[src/core/atac_regs.svh]
/*
 * Register offsets, field positions, reset values and timing for the threshold alert control block.
 * Assumes inclusion by bare name; definitions only.
 */
`ifndef ATAC_REGS_SVH
`define ATAC_REGS_SVH

`define ATAC_PTR_CONFIG 2'h1
`define ATAC_PTR_LOWER 2'h2
`define ATAC_PTR_UPPER 2'h3
`define ATAC_CFG_RESET 16'h8583
`define ATAC_LOWER_RESET 16'h8000
`define ATAC_UPPER_RESET 16'h7fff
`define ATAC_BIT_WINDOW 4
`define ATAC_BIT_POLARITY 3
`define ATAC_BIT_HOLD 2
`define ATAC_QUE_HI 1
`define ATAC_QUE_LO 0
`define ATAC_BIT_STATUS 15
`define ATAC_BIT_MODE 8
`define ATAC_QUE_DISABLE 2'h3
`define ATAC_QUE_ONE 2'h0
`define ATAC_QUE_TWO 2'h1
`define ATAC_QUE_FOUR 2'h2
`define ATAC_CNT_ONE 3'h1
`define ATAC_CNT_TWO 3'h2
`define ATAC_CNT_FOUR 3'h4
`define ATAC_READY_PULSE_NS 10
`define ATAC_CLK_NS 5
`define ATAC_READY_PULSE_CYC 4'((`ATAC_READY_PULSE_NS + `ATAC_CLK_NS - 1) / `ATAC_CLK_NS)

`endif

[src/core/atac_pkg.sv]
/*
 * Types for the threshold alert control block.
 * Assumes the register header supplies all numeric constants.
 */
package atac_pkg;
    typedef enum logic [2:0] {
        ATAC_IDLE = 3'b001,
        ATAC_ALERT = 3'b010,
        ATAC_READY = 3'b100
    } atac_state_t;
endpackage : atac_pkg

[src/core/atac_core.sv]
/*
 * Threshold comparator and alert/ready pin control of a converter.
 * Assumes a bus front end that decodes register writes and reads, pulses conversion-done and
 * alert-response strobes on CLOCK_IN, and supplies the bus address; all inputs are synchronous.
 */
`include "atac_regs.svh"
module atac_core (
    input wire logic CLOCK_IN,
    input wire logic NRST_IN,
    input wire logic CE_IN,
    input wire logic WR_EN_IN,
    input wire logic [1:0] WR_PTR_IN,
    input wire logic [15:0] WR_DATA_IN,
    input wire logic [1:0] RD_PTR_IN,
    output logic [15:0] RD_DATA_OUT,
    input wire logic DATA_READ_IN,
    input wire logic CONV_DONE_IN,
    input wire logic [15:0] CONV_RESULT_IN,
    input wire logic CONV_BUSY_IN,
    input wire logic ARA_IN,
    input wire logic [6:0] OWN_ADDR_IN,
    input wire logic [6:0] ARA_BUS_ADDR_IN,
    output logic ARA_ADDR_VALID_OUT,
    output logic [6:0] ARA_ADDR_OUT,
    output logic ALERT_O_OUT,
    output logic ALERT_OE_OUT
);
    logic [15:0] cfg_ff;
    logic [15:0] upper_limit_ff;
    logic [15:0] lower_limit_ff;
    logic [2:0] exceed_cnt_ff;
    logic alert_ff;
    logic [3:0] pulse_cnt_ff;
    logic [15:0] rd_data_ff;
    logic ara_valid_ff;
    logic [6:0] ara_addr_ff;
    atac_pkg::atac_state_t state_ff;
    logic [1:0] alert_queue_count;
    logic alert_pin_polarity;
    logic alert_hold_enable;
    logic window_mode;
    logic ready_mode;
    logic above;
    logic below;
    logic exceed;
    logic [2:0] need_cnt;
    logic [2:0] nxt_exceed_cnt;
    logic nxt_alert;
    logic active;
    logic conversion_status_bit;

    assign alert_queue_count = cfg_ff[`ATAC_QUE_HI:`ATAC_QUE_LO];
    assign alert_pin_polarity = cfg_ff[`ATAC_BIT_POLARITY];
    assign alert_hold_enable = cfg_ff[`ATAC_BIT_HOLD];
    assign window_mode = cfg_ff[`ATAC_BIT_WINDOW];
    assign ready_mode = upper_limit_ff[15] & ~lower_limit_ff[15];
    assign conversion_status_bit = ~CONV_BUSY_IN;
    assign above = $signed(CONV_RESULT_IN) > $signed(upper_limit_ff);
    assign below = $signed(CONV_RESULT_IN) < $signed(lower_limit_ff);

    always_comb begin
        exceed = above | (window_mode & below);
        case (alert_queue_count)
            `ATAC_QUE_ONE: need_cnt = `ATAC_CNT_ONE;
            `ATAC_QUE_TWO: need_cnt = `ATAC_CNT_TWO;
            `ATAC_QUE_FOUR: need_cnt = `ATAC_CNT_FOUR;
            default: need_cnt = `ATAC_CNT_FOUR;
        endcase
        nxt_exceed_cnt = exceed_cnt_ff;
        nxt_alert = alert_ff;
        if (CONV_DONE_IN) begin
            if (exceed) begin
                nxt_exceed_cnt = (exceed_cnt_ff < need_cnt) ? exceed_cnt_ff + 3'h1 : exceed_cnt_ff;
                if (nxt_exceed_cnt >= need_cnt) begin
                    nxt_alert = 1'b1;
                end
            end else begin
                nxt_exceed_cnt = 3'h0;
                if (!alert_hold_enable) begin
                    // Traditional releases below lower; window releases inside both
                    if (window_mode || below) begin
                        nxt_alert = 1'b0;
                    end
                end
            end
        end
        if (alert_hold_enable && (DATA_READ_IN || (ARA_IN && ARA_BUS_ADDR_IN >= OWN_ADDR_IN))) begin
            if (!(CONV_DONE_IN && exceed && nxt_exceed_cnt >= need_cnt)) begin
                nxt_alert = 1'b0;
            end
        end
        if (alert_queue_count == `ATAC_QUE_DISABLE || ready_mode) begin
            nxt_alert = 1'b0;
            nxt_exceed_cnt = 3'h0;
        end
    end

    // Configuration and limit registers
    always_ff @(posedge CLOCK_IN) begin
        if (!NRST_IN) begin
            cfg_ff <= `ATAC_CFG_RESET;
            lower_limit_ff <= `ATAC_LOWER_RESET;
            upper_limit_ff <= `ATAC_UPPER_RESET;
        end else if (CE_IN && WR_EN_IN) begin
            case (WR_PTR_IN)
                `ATAC_PTR_CONFIG: cfg_ff <= WR_DATA_IN;
                `ATAC_PTR_LOWER: lower_limit_ff <= WR_DATA_IN;
                `ATAC_PTR_UPPER: upper_limit_ff <= WR_DATA_IN;
                default: cfg_ff <= cfg_ff;
            endcase
        end
    end

    // Read data, status bit reflects conversion activity
    always_ff @(posedge CLOCK_IN) begin
        if (!NRST_IN) begin
            rd_data_ff <= 16'h0000;
        end else if (CE_IN) begin
            case (RD_PTR_IN)
                `ATAC_PTR_CONFIG: rd_data_ff <= {conversion_status_bit, cfg_ff[14:0]};
                `ATAC_PTR_LOWER: rd_data_ff <= lower_limit_ff;
                `ATAC_PTR_UPPER: rd_data_ff <= upper_limit_ff;
                default: rd_data_ff <= 16'h0000;
            endcase
        end
    end
    assign RD_DATA_OUT = rd_data_ff;

    // Comparator state
    always_ff @(posedge CLOCK_IN) begin
        if (!NRST_IN) begin
            exceed_cnt_ff <= 3'h0;
            alert_ff <= 1'b0;
        end else if (CE_IN) begin
            exceed_cnt_ff <= nxt_exceed_cnt;
            alert_ff <= nxt_alert;
        end
    end

    // Alert response: answer only if no lower address already won arbitration
    always_ff @(posedge CLOCK_IN) begin
        if (!NRST_IN) begin
            ara_valid_ff <= 1'b0;
            ara_addr_ff <= 7'h00;
        end else if (CE_IN) begin
            ara_valid_ff <= ARA_IN && alert_ff && alert_hold_enable && ARA_BUS_ADDR_IN >= OWN_ADDR_IN;
            ara_addr_ff <= OWN_ADDR_IN;
        end
    end
    assign ARA_ADDR_VALID_OUT = ara_valid_ff;
    assign ARA_ADDR_OUT = ara_addr_ff;

    // Ready pulse after each completed conversion in continuous mode
    always_ff @(posedge CLOCK_IN) begin
        if (!NRST_IN) begin
            pulse_cnt_ff <= 4'h0;
        end else if (CE_IN) begin
            if (CONV_DONE_IN && ready_mode && !cfg_ff[`ATAC_BIT_MODE]) begin
                pulse_cnt_ff <= `ATAC_READY_PULSE_CYC;
            end else if (pulse_cnt_ff != 4'h0) begin
                pulse_cnt_ff <= pulse_cnt_ff - 4'h1;
            end
        end
    end

    // Pin function selection
    always_ff @(posedge CLOCK_IN) begin
        if (!NRST_IN) begin
            state_ff <= atac_pkg::ATAC_IDLE;
        end else if (CE_IN) begin
            if (alert_queue_count == `ATAC_QUE_DISABLE) begin
                state_ff <= atac_pkg::ATAC_IDLE;
            end else if (ready_mode) begin
                state_ff <= atac_pkg::ATAC_READY;
            end else begin
                state_ff <= atac_pkg::ATAC_ALERT;
            end
        end
    end

    always_comb begin
        case (state_ff)
            atac_pkg::ATAC_ALERT: active = alert_ff;
            atac_pkg::ATAC_READY: active = cfg_ff[`ATAC_BIT_MODE] ? conversion_status_bit : (pulse_cnt_ff != 4'h0);
            default: active = 1'b0;
        endcase
    end
    assign ALERT_O_OUT = alert_pin_polarity ? active : ~active;
    assign ALERT_OE_OUT = (state_ff != atac_pkg::ATAC_IDLE);
endmodule : atac_core

[config.mk]
export PLATFORM = sky130hd
export DESIGN_NAME = atac_core
export DESIGN_NICKNAME = d
export VERILOG_FILES = /design/src/core/atac_pkg.sv /design/src/core/atac_core.sv
export VERILOG_INCLUDE_DIRS = /design/src /design/src/core
export SDC_FILE = /design/constraint.sdc
export NUM_CORES = 1
export LEC_CHECK = 0
export BUFFER_PORTS_ARGS = -buffer_cell sky130_fd_sc_hd__buf_4
export CORE_MARGIN = 1.5
export CORE_UTILIZATION = 25
export DETAILED_ROUTE_END_ITERATION = 16
export PLACE_DENSITY_LB_ADDON = 0.05
export SYNTH_ARGS = -nofsm -noshare
export SYNTH_HDL_FRONTEND = slang
export SYNTH_SLANG_ARGS = --single-unit
[constraint.sdc]
create_clock -name CLOCK_IN -period 7.2 [get_ports CLOCK_IN]
set_input_delay 0.36 -clock CLOCK_IN [delete_from_list [all_inputs] [get_ports CLOCK_IN]]
set_output_delay 0.36 -clock CLOCK_IN [all_outputs]
set_load 0.05 [all_outputs]
==> results of run 1 <==
layout by cell type, fill, tap and decap left out, types with 11 or more instances in the layout:
master / instances
a21boi_0: 28
a21oi_1: 19
a22oi_1: 18
buf_4: 84
dfxtp_1: 82
ha_1: 49
inv_1: 50
mux2_2: 14
nand2_1: 114
nand3_1: 11
nor2_1: 18
nor2b_1: 11
o211a_1: 16
o211ai_1: 18
o21ai_0: 11
cell families (layout without fill, tap and decap cells):
family | after synthesis | count (layout) | share of synthesized area [%]
simple gates | 192 | 192 | 18.08
fa+ha+maj | 49 | 49 | 12.99
flops | 82 | 82 | 34.77
mux | 23 | 23 | 5.248
buf+inv | 79 | 150 | 6.467
compound gates | 138 | 138 | 21.89
xor+xnor | 3 | 3 | 0.5567
metal layers:
metal | global-route usage (%) | wire, um | vias to the layer above
li1 | - | - | 2113
met1 | 19.08 | 6763 | 1985
met2 | 27.57 | 7511 | 68
met3 | 3.863 | 464 | 15
met4 | 4.044 | 238 | 0
met5 | 0 | 0 | -
per-stage QoR:
step	power, mW	area (um^2)
CTS	1.225	5827
finish	1.203	5827
detailed placement	0.7658	5545
global placement	0.7631	5545
global route	1.267	5827
floorplan	0.6762	4721
final cells by class:
class                           count  area [um^2]
Clock buffer                       10        239.0
Clock inverter                      6        42.54
Fill cell                        1990        12750
Inverter                           50        187.7
Multi-Input combinational cell    405         2793
Sequential cell                    82         1642
Tap cell                          234        292.8
Timing Repair Buffer               84        630.6
critical path, stage by stage, from the launching register on:
cell and delay [ns]:
dfxtp_1 0.34, inv_1 0.09, ha_1 0.35, nand4_1 0.17, or4_1 0.55, nand3_1 0.09
mux2i_1 0.11, a31oi_4 0.27, o21ai_0 0.12, a21oi_1 0.15, ha_1 0.24, nand2b_1 0.14
a21o_1 0.17, a21oi_1 0.13, nor2_1 0.05, nor2_1 0.09, nor2_1 0.05, o2bb2ai_1 0.12
power by group:
group | switching [mW] | internal, mW
Clock | 0.205 | 0.243
Sequential | 0.0181 | 0.480
Combinational | 0.150 | 0.106
Total | 0.374 | 0.829
cells in the mapped netlist, types with 2 or more instances:
library cell / instances
o2bb2ai_1: 2
o21a_1: 3
o21ai_0: 11
o22ai_1: 4
dfxtp_1: 82
o211a_1: 16
a21oi_1: 19
nand2b_1: 10
ha_1: 49
a22oi_1: 18
a31oi_1: 2
nor3_1: 5
nor2_1: 20
nor4_1: 2
a21o_1: 4
clkbuf_1: 26
nand3_1: 11
a21boi_0: 28
inv_1: 50
and2_1: 2
xnor2_1: 2
mux2_2: 14
nor2b_1: 12
nand2_1: 114
o31ai_1: 3
mux2i_1: 9
o211ai_1: 18
nand4_1: 10
state kept, by name (all words and copies together) (netlist names):
register	count
alert_ff	1
state_ff	3
pulse_cnt_ff	4
exceed_cnt_ff	3
upper_limit_ff	16
lower_limit_ff	16
ARA_ADDR_OUT	7
RD_DATA_OUT	16
ARA_ADDR_VALID_OUT	1
cfg_ff	15
final timing paths:
check | from | to | cells past startpoint | slack [ns]
min reg2reg | cfg_ff[14] | cfg_ff[14] | 2 | 0.46
min | WR_DATA_IN[8] | cfg_ff[8] | 3 | 0.24
max reg2reg | upper_limit_ff[15] | alert_ff | 17 | 3.85
max | upper_limit_ff[15] | alert_ff | 17 | 3.85
==> metrics.cfg, run 1 <==
[synthesis]
ys_ff_latch = 82
ys_types = 48
syn_nets = 673
synthTopCellsByArea = dfxtp_1 (35%), ha_1 (13%), nand2_1 (9.1%), a21boi_0 (4.5%), inv_1 (4.0%)
synth-edff-count = 0
synth_warnings = 0
avgSynthCellArea_um2 = 8.341
synth_top_cell_area_share_pct = 34.77
async_flop_share_pct = 0
syn_inst = 566
ys_seq_area_share_pct = 34.77
yosysTopAreaCell = dfxtp_1
synth_flop_cell = dfxtp_1
syn_area_mm2 = 0.004721

[route]
viasPerCell = 4.800
route.vias.total = 4181
post-route-drc-count = 0
postRouteAntennaNets = 0
wirelength_um = 14980
drt_iter0_drc = 180
wl_per_cell_um = 17.20
drt_pre_antenna_iters = 4

[global_routing]
grt-ovfl-total = 0
grt_pass1_vias = 4219
grt_use_total_pct = 15.69
grt_pass1_wl_um = 23660
grt_max_degree = 83
grt_antenna_before_repair = 0

[timing]
hold_slack_ns = 0.2432
rsz0062_at_grt = no
maxSlewViolCount = 0
slew_headroom_pct = 33.07
period_minus_slack_ns = 3.348
worstMarginPinSlew_ns = 1.003
final.period_utilization_pct = 46.50
clock_skew_ns = 0.007767
finalSetupViolCount = 0
max_freq_mhz = 298.7
setup-tns-final_ns = 0
hold_viol = 0
fin_ws_ns = 3.852

[clocking]
clock_latency_ns = 0.35
clock_path_buffers = 2
cts_buffers = 9
htreeDepth = 3
cts_tree = built
holdBufCountCts = 0
ctsResizeCount = 0
clk_pin_slew_ns = 0.07
cts_setup_buffers = 0
root_buffer = clkbuf_16
clock_sinks = 82

[critical_path]
crit_path_max_fanout = 7
critical_path_class = reg2reg
cp-start-kind = register
cp-end-kind = register
arrival_ns = 3.59
critPathRequiredTime_ns = 7.45

[die]
die_h_um = 140.4
die_area_mm2 = 0.01972
fp.dieW_um = 140.4
initial_utilization_pct = 25.41
num_io_pins = 84
rows = 50
coreArea_mm2 = 0.01858

[cells_and_area]
fin_nets = 739
drive_gt1_share_pct = 19.47
synthToLayoutAreaGrowth_pct = 23.43
post-route-util_pct = 31.36
instances_no_fill = 871
diodes = 0

[power_and_ir_drop]
peakVddDrop_v = 0.0001011
cellPowerDensity_mw_per_mm2 = 206.5
power_leakage_nw = 2.645

[placed_design]
pre_cts_ws_ns = 3.810
place.gp.congestion = 0.7835
dp_hpwl_um = 10600
portBuffers = 83
dp.cells = 855

[run]
maxCapViolations = 0

[worst_hold_path]
holdCritPathClass = in2reg

[status]
status = completed

Power figures use the tool's default switching activity.
==> run 2, diff against run 1 <==
==> constraint.sdc (replaced) <==
create_clock -name CLOCK_IN -period 2.8 [get_ports CLOCK_IN]
set_input_delay 0.14 -clock CLOCK_IN [delete_from_list [all_inputs] [get_ports CLOCK_IN]]
set_output_delay 0.14 -clock CLOCK_IN [all_outputs]
set_load 0.05 [all_outputs]
==> metrics.cfg, run 2 (synthesized netlist as in run 1, its figures left out) <==
[critical_path]
path_cells = inv_2 > ha_4 > nand4_1 > or4_4 > nand3_2 > mux2i_2 > a31oi_4 > o21ai_1 > a21oi_1 > ha_1 > nand2b_4 > a21o_1 > a21oi_2 > nor2_1 > nor2_1 > nor2_1 > o2bb2ai_1
r2r_start = upper_limit_ff[11]
r2r_slack_ns = -0.28  ; -4.13 ns
arrival_ns = 3.32  ; -0.27 ns
critPathCapture = alert_ff
startpoint = upper_limit_ff[11]
crit_path_max_fanout = 4  ; -3
cpPeakStageDelay_ns = 0.57  ; +0.02 ns
reg2reg_depth = 17  ; unchanged
critPathTopFamily = simple AND/OR/NAND/NOR gates
crit_buf_inv = 1  ; unchanged
slowest_stage = or4_4
crit_top_cell = nor2_1
r2r-end = alert_ff
cp-start-kind = register
worst-path-stages = 17  ; unchanged
cp-end-kind = register
critical_path_class = reg2reg
critPathRequiredTime_ns = 3.04  ; -4.41 ns

[cells_and_area]
layout_common_cells = buf_4 (138), nand2_1 (114), dfxtp_1 (76)
post-route-util_pct = 34.13  ; +2.8 points
synthToLayoutAreaGrowth_pct = 34.35
diodes = 0  ; unchanged
mostFrequentLayoutCell = buf_4
fin_nets = 793  ; +7.3%
design_area_mm2 = 0.006342  ; +8.8%
fillers = 1972  ; -0.90%
multi_input_area_mm2 = 0.002863  ; +2.5%
register_area_mm2 = 0.001649  ; +0.46%
drive_gt1_share_pct = 28.36  ; +8.9 points

[route]
postRouteAntennaNets = 0  ; unchanged
post-route-drc-count = 0  ; unchanged
wl_per_cell_um = 16.27  ; -5.4%
viasPerCell = 4.689  ; -2.3%
drt_iter0_drc = 168  ; -6.7%
route.vias.total = 4337  ; +3.7%
drt_pre_antenna_iters = 4  ; unchanged
wirelength_um = 15050  ; +0.49%

[clocking]
clock_sinks = 82  ; unchanged
holdBufCountCts = 0  ; unchanged
cts_buffers = 9  ; unchanged
clk_pin_slew_ns = 0.07  ; about the same
clock_path_buffers = 2  ; unchanged
htreeDepth = 3  ; unchanged
root_buffer = clkbuf_16
cts_tree = built
clock_latency_ns = 0.35  ; about the same

[global_routing]
grt_pass1_wl_um = 23850  ; +0.82%
grt_pass1_vias = 4396  ; +4.2%
grt-ovfl-total = 0  ; unchanged
grt_use_total_pct = 15.91  ; +0.23 points
grt_max_degree = 52  ; -37%
grt_antenna_before_repair = 0  ; unchanged

[power_and_ir_drop]
peakVddDrop_v = 0.0003094  ; +210%
cellPowerDensity_mw_per_mm2 = 516.1  ; +150%
power_mw = 3.273  ; +170%
power_leakage_nw = 2.931  ; +11%

[timing]
finalSetupViolCount = 1  ; +1
final.period_utilization_pct = 110.0  ; +64 points
rsz0062_at_grt = yes
maxSlewViolCount = 0  ; unchanged
fin_ws_ns = -0.2803  ; -4.133 ns
slew_headroom_pct = 41.84  ; +8.8 points
worstMarginPinSlew_ns = 0.8724  ; -0.1305 ns
period_minus_slack_ns = 3.080  ; -0.2675 ns
hold_slack_ns = 0.03708  ; -0.2061 ns
hold_viol = 0  ; unchanged
clock_skew_ns = 0.008527  ; +0.0007598 ns
max_freq_mhz = 324.6  ; +8.7%

[die]
num_io_pins = 84  ; unchanged
initial_utilization_pct = 25.41  ; unchanged
coreArea_mm2 = 0.01858  ; unchanged
die_area_mm2 = 0.01972  ; unchanged
die_h_um = 140.4  ; unchanged
rows = 50  ; unchanged
fp.dieW_um = 140.4  ; unchanged

[placed_design]
dp_hpwl_um = 11020  ; +3.9%
portBuffers = 83  ; unchanged
pre_cts_ws_ns = -0.2920  ; -4.102 ns
place.gp.congestion = 0.7826  ; -0.11%
placed_area_mm2 = 0.005938  ; +7.1%

[status]
violations = negative setup slack
status = finished, violations left

[worst_hold_path]
holdCritPathClass = in2reg

[run]
maxCapViolations = 0  ; unchanged

==> run 2: cell types whose count changed in the layout (fill, tap and decap cells not counted), sizes merged <==
cell,before,now
buf,84,138
clkinvlp,2,0
bufinv,0,1
clkbuf,10,11
clkinv,4,3
inv,50,51
==> run 2: worst min-delay path: stages <==
cell	delay [ns]
buf_4	0.10
nand2_1	0.04
nand3_1	0.07
==> run 2: per-stage QoR <==
stage,TNS (ns),instances
after floorplan,-0.1031,566
after global placement,-0.2824,907
after detailed placement,-0.2920,907
after CTS,-0.2544,924
after global routing,-0.5218,925
final,-0.2803,925
==> run 2: how the worst min path moves through the flow <==
stage | start | to | slack [ns] | cells after the start
6_report | WR_DATA_IN[8] | cfg_ff[8] | 0.04 | 3
2_1_floorplan | WR_DATA_IN[10] | cfg_ff[10] | 0.26 | 2
4_1_cts | WR_DATA_IN[13] | upper_limit_ff[13] | 0.02 | 3
3_5_place_dp | WR_DATA_IN[13] | upper_limit_ff[13] | 0.39 | 3
3_3_place_gp | WR_DATA_IN[8] | cfg_ff[8] | 0.39 | 3
5_1_grt | WR_DATA_IN[9] | upper_limit_ff[9] | 0.04 | 3
==> run 2: routing by layer <==
metal,GRT usage [%],routed length (um)
met5,0,0
met4,5.762,410
met3,3.897,555
met2,27.96,7287
met1,18.77,6798
==> run 2: power breakdown <==
part / internal, mW / switching (mW) / total, mW / leakage [nW]
logic: 0.314 / 0.399 / 0.713 / 2.11
clock network: 0.746 / 0.537 / 1.28 / 0.156
registers: 1.23 / 0.0440 / 1.28 / 0.668
total: 2.29 / 0.980 / 3.27 / 2.93
==> run 2: repair_timing <==
item / CTS / global route
setup buffers: 1 / 1
gates resized for setup: 11 / 7
pin swaps: 1 / 11
endpoints found under the setup margin: 1 / 1
==> run 2: final cells by class <==
cell class                 instances  share of cell area [%]
clock buffer                      11                   3.985
inverter                          50                   2.959
sequential                        82                   26.00
multi-input combinational        405                   45.14
timing repair buffer             138                   16.33
clock inverter                     5                  0.9667
tap                              234                   4.616
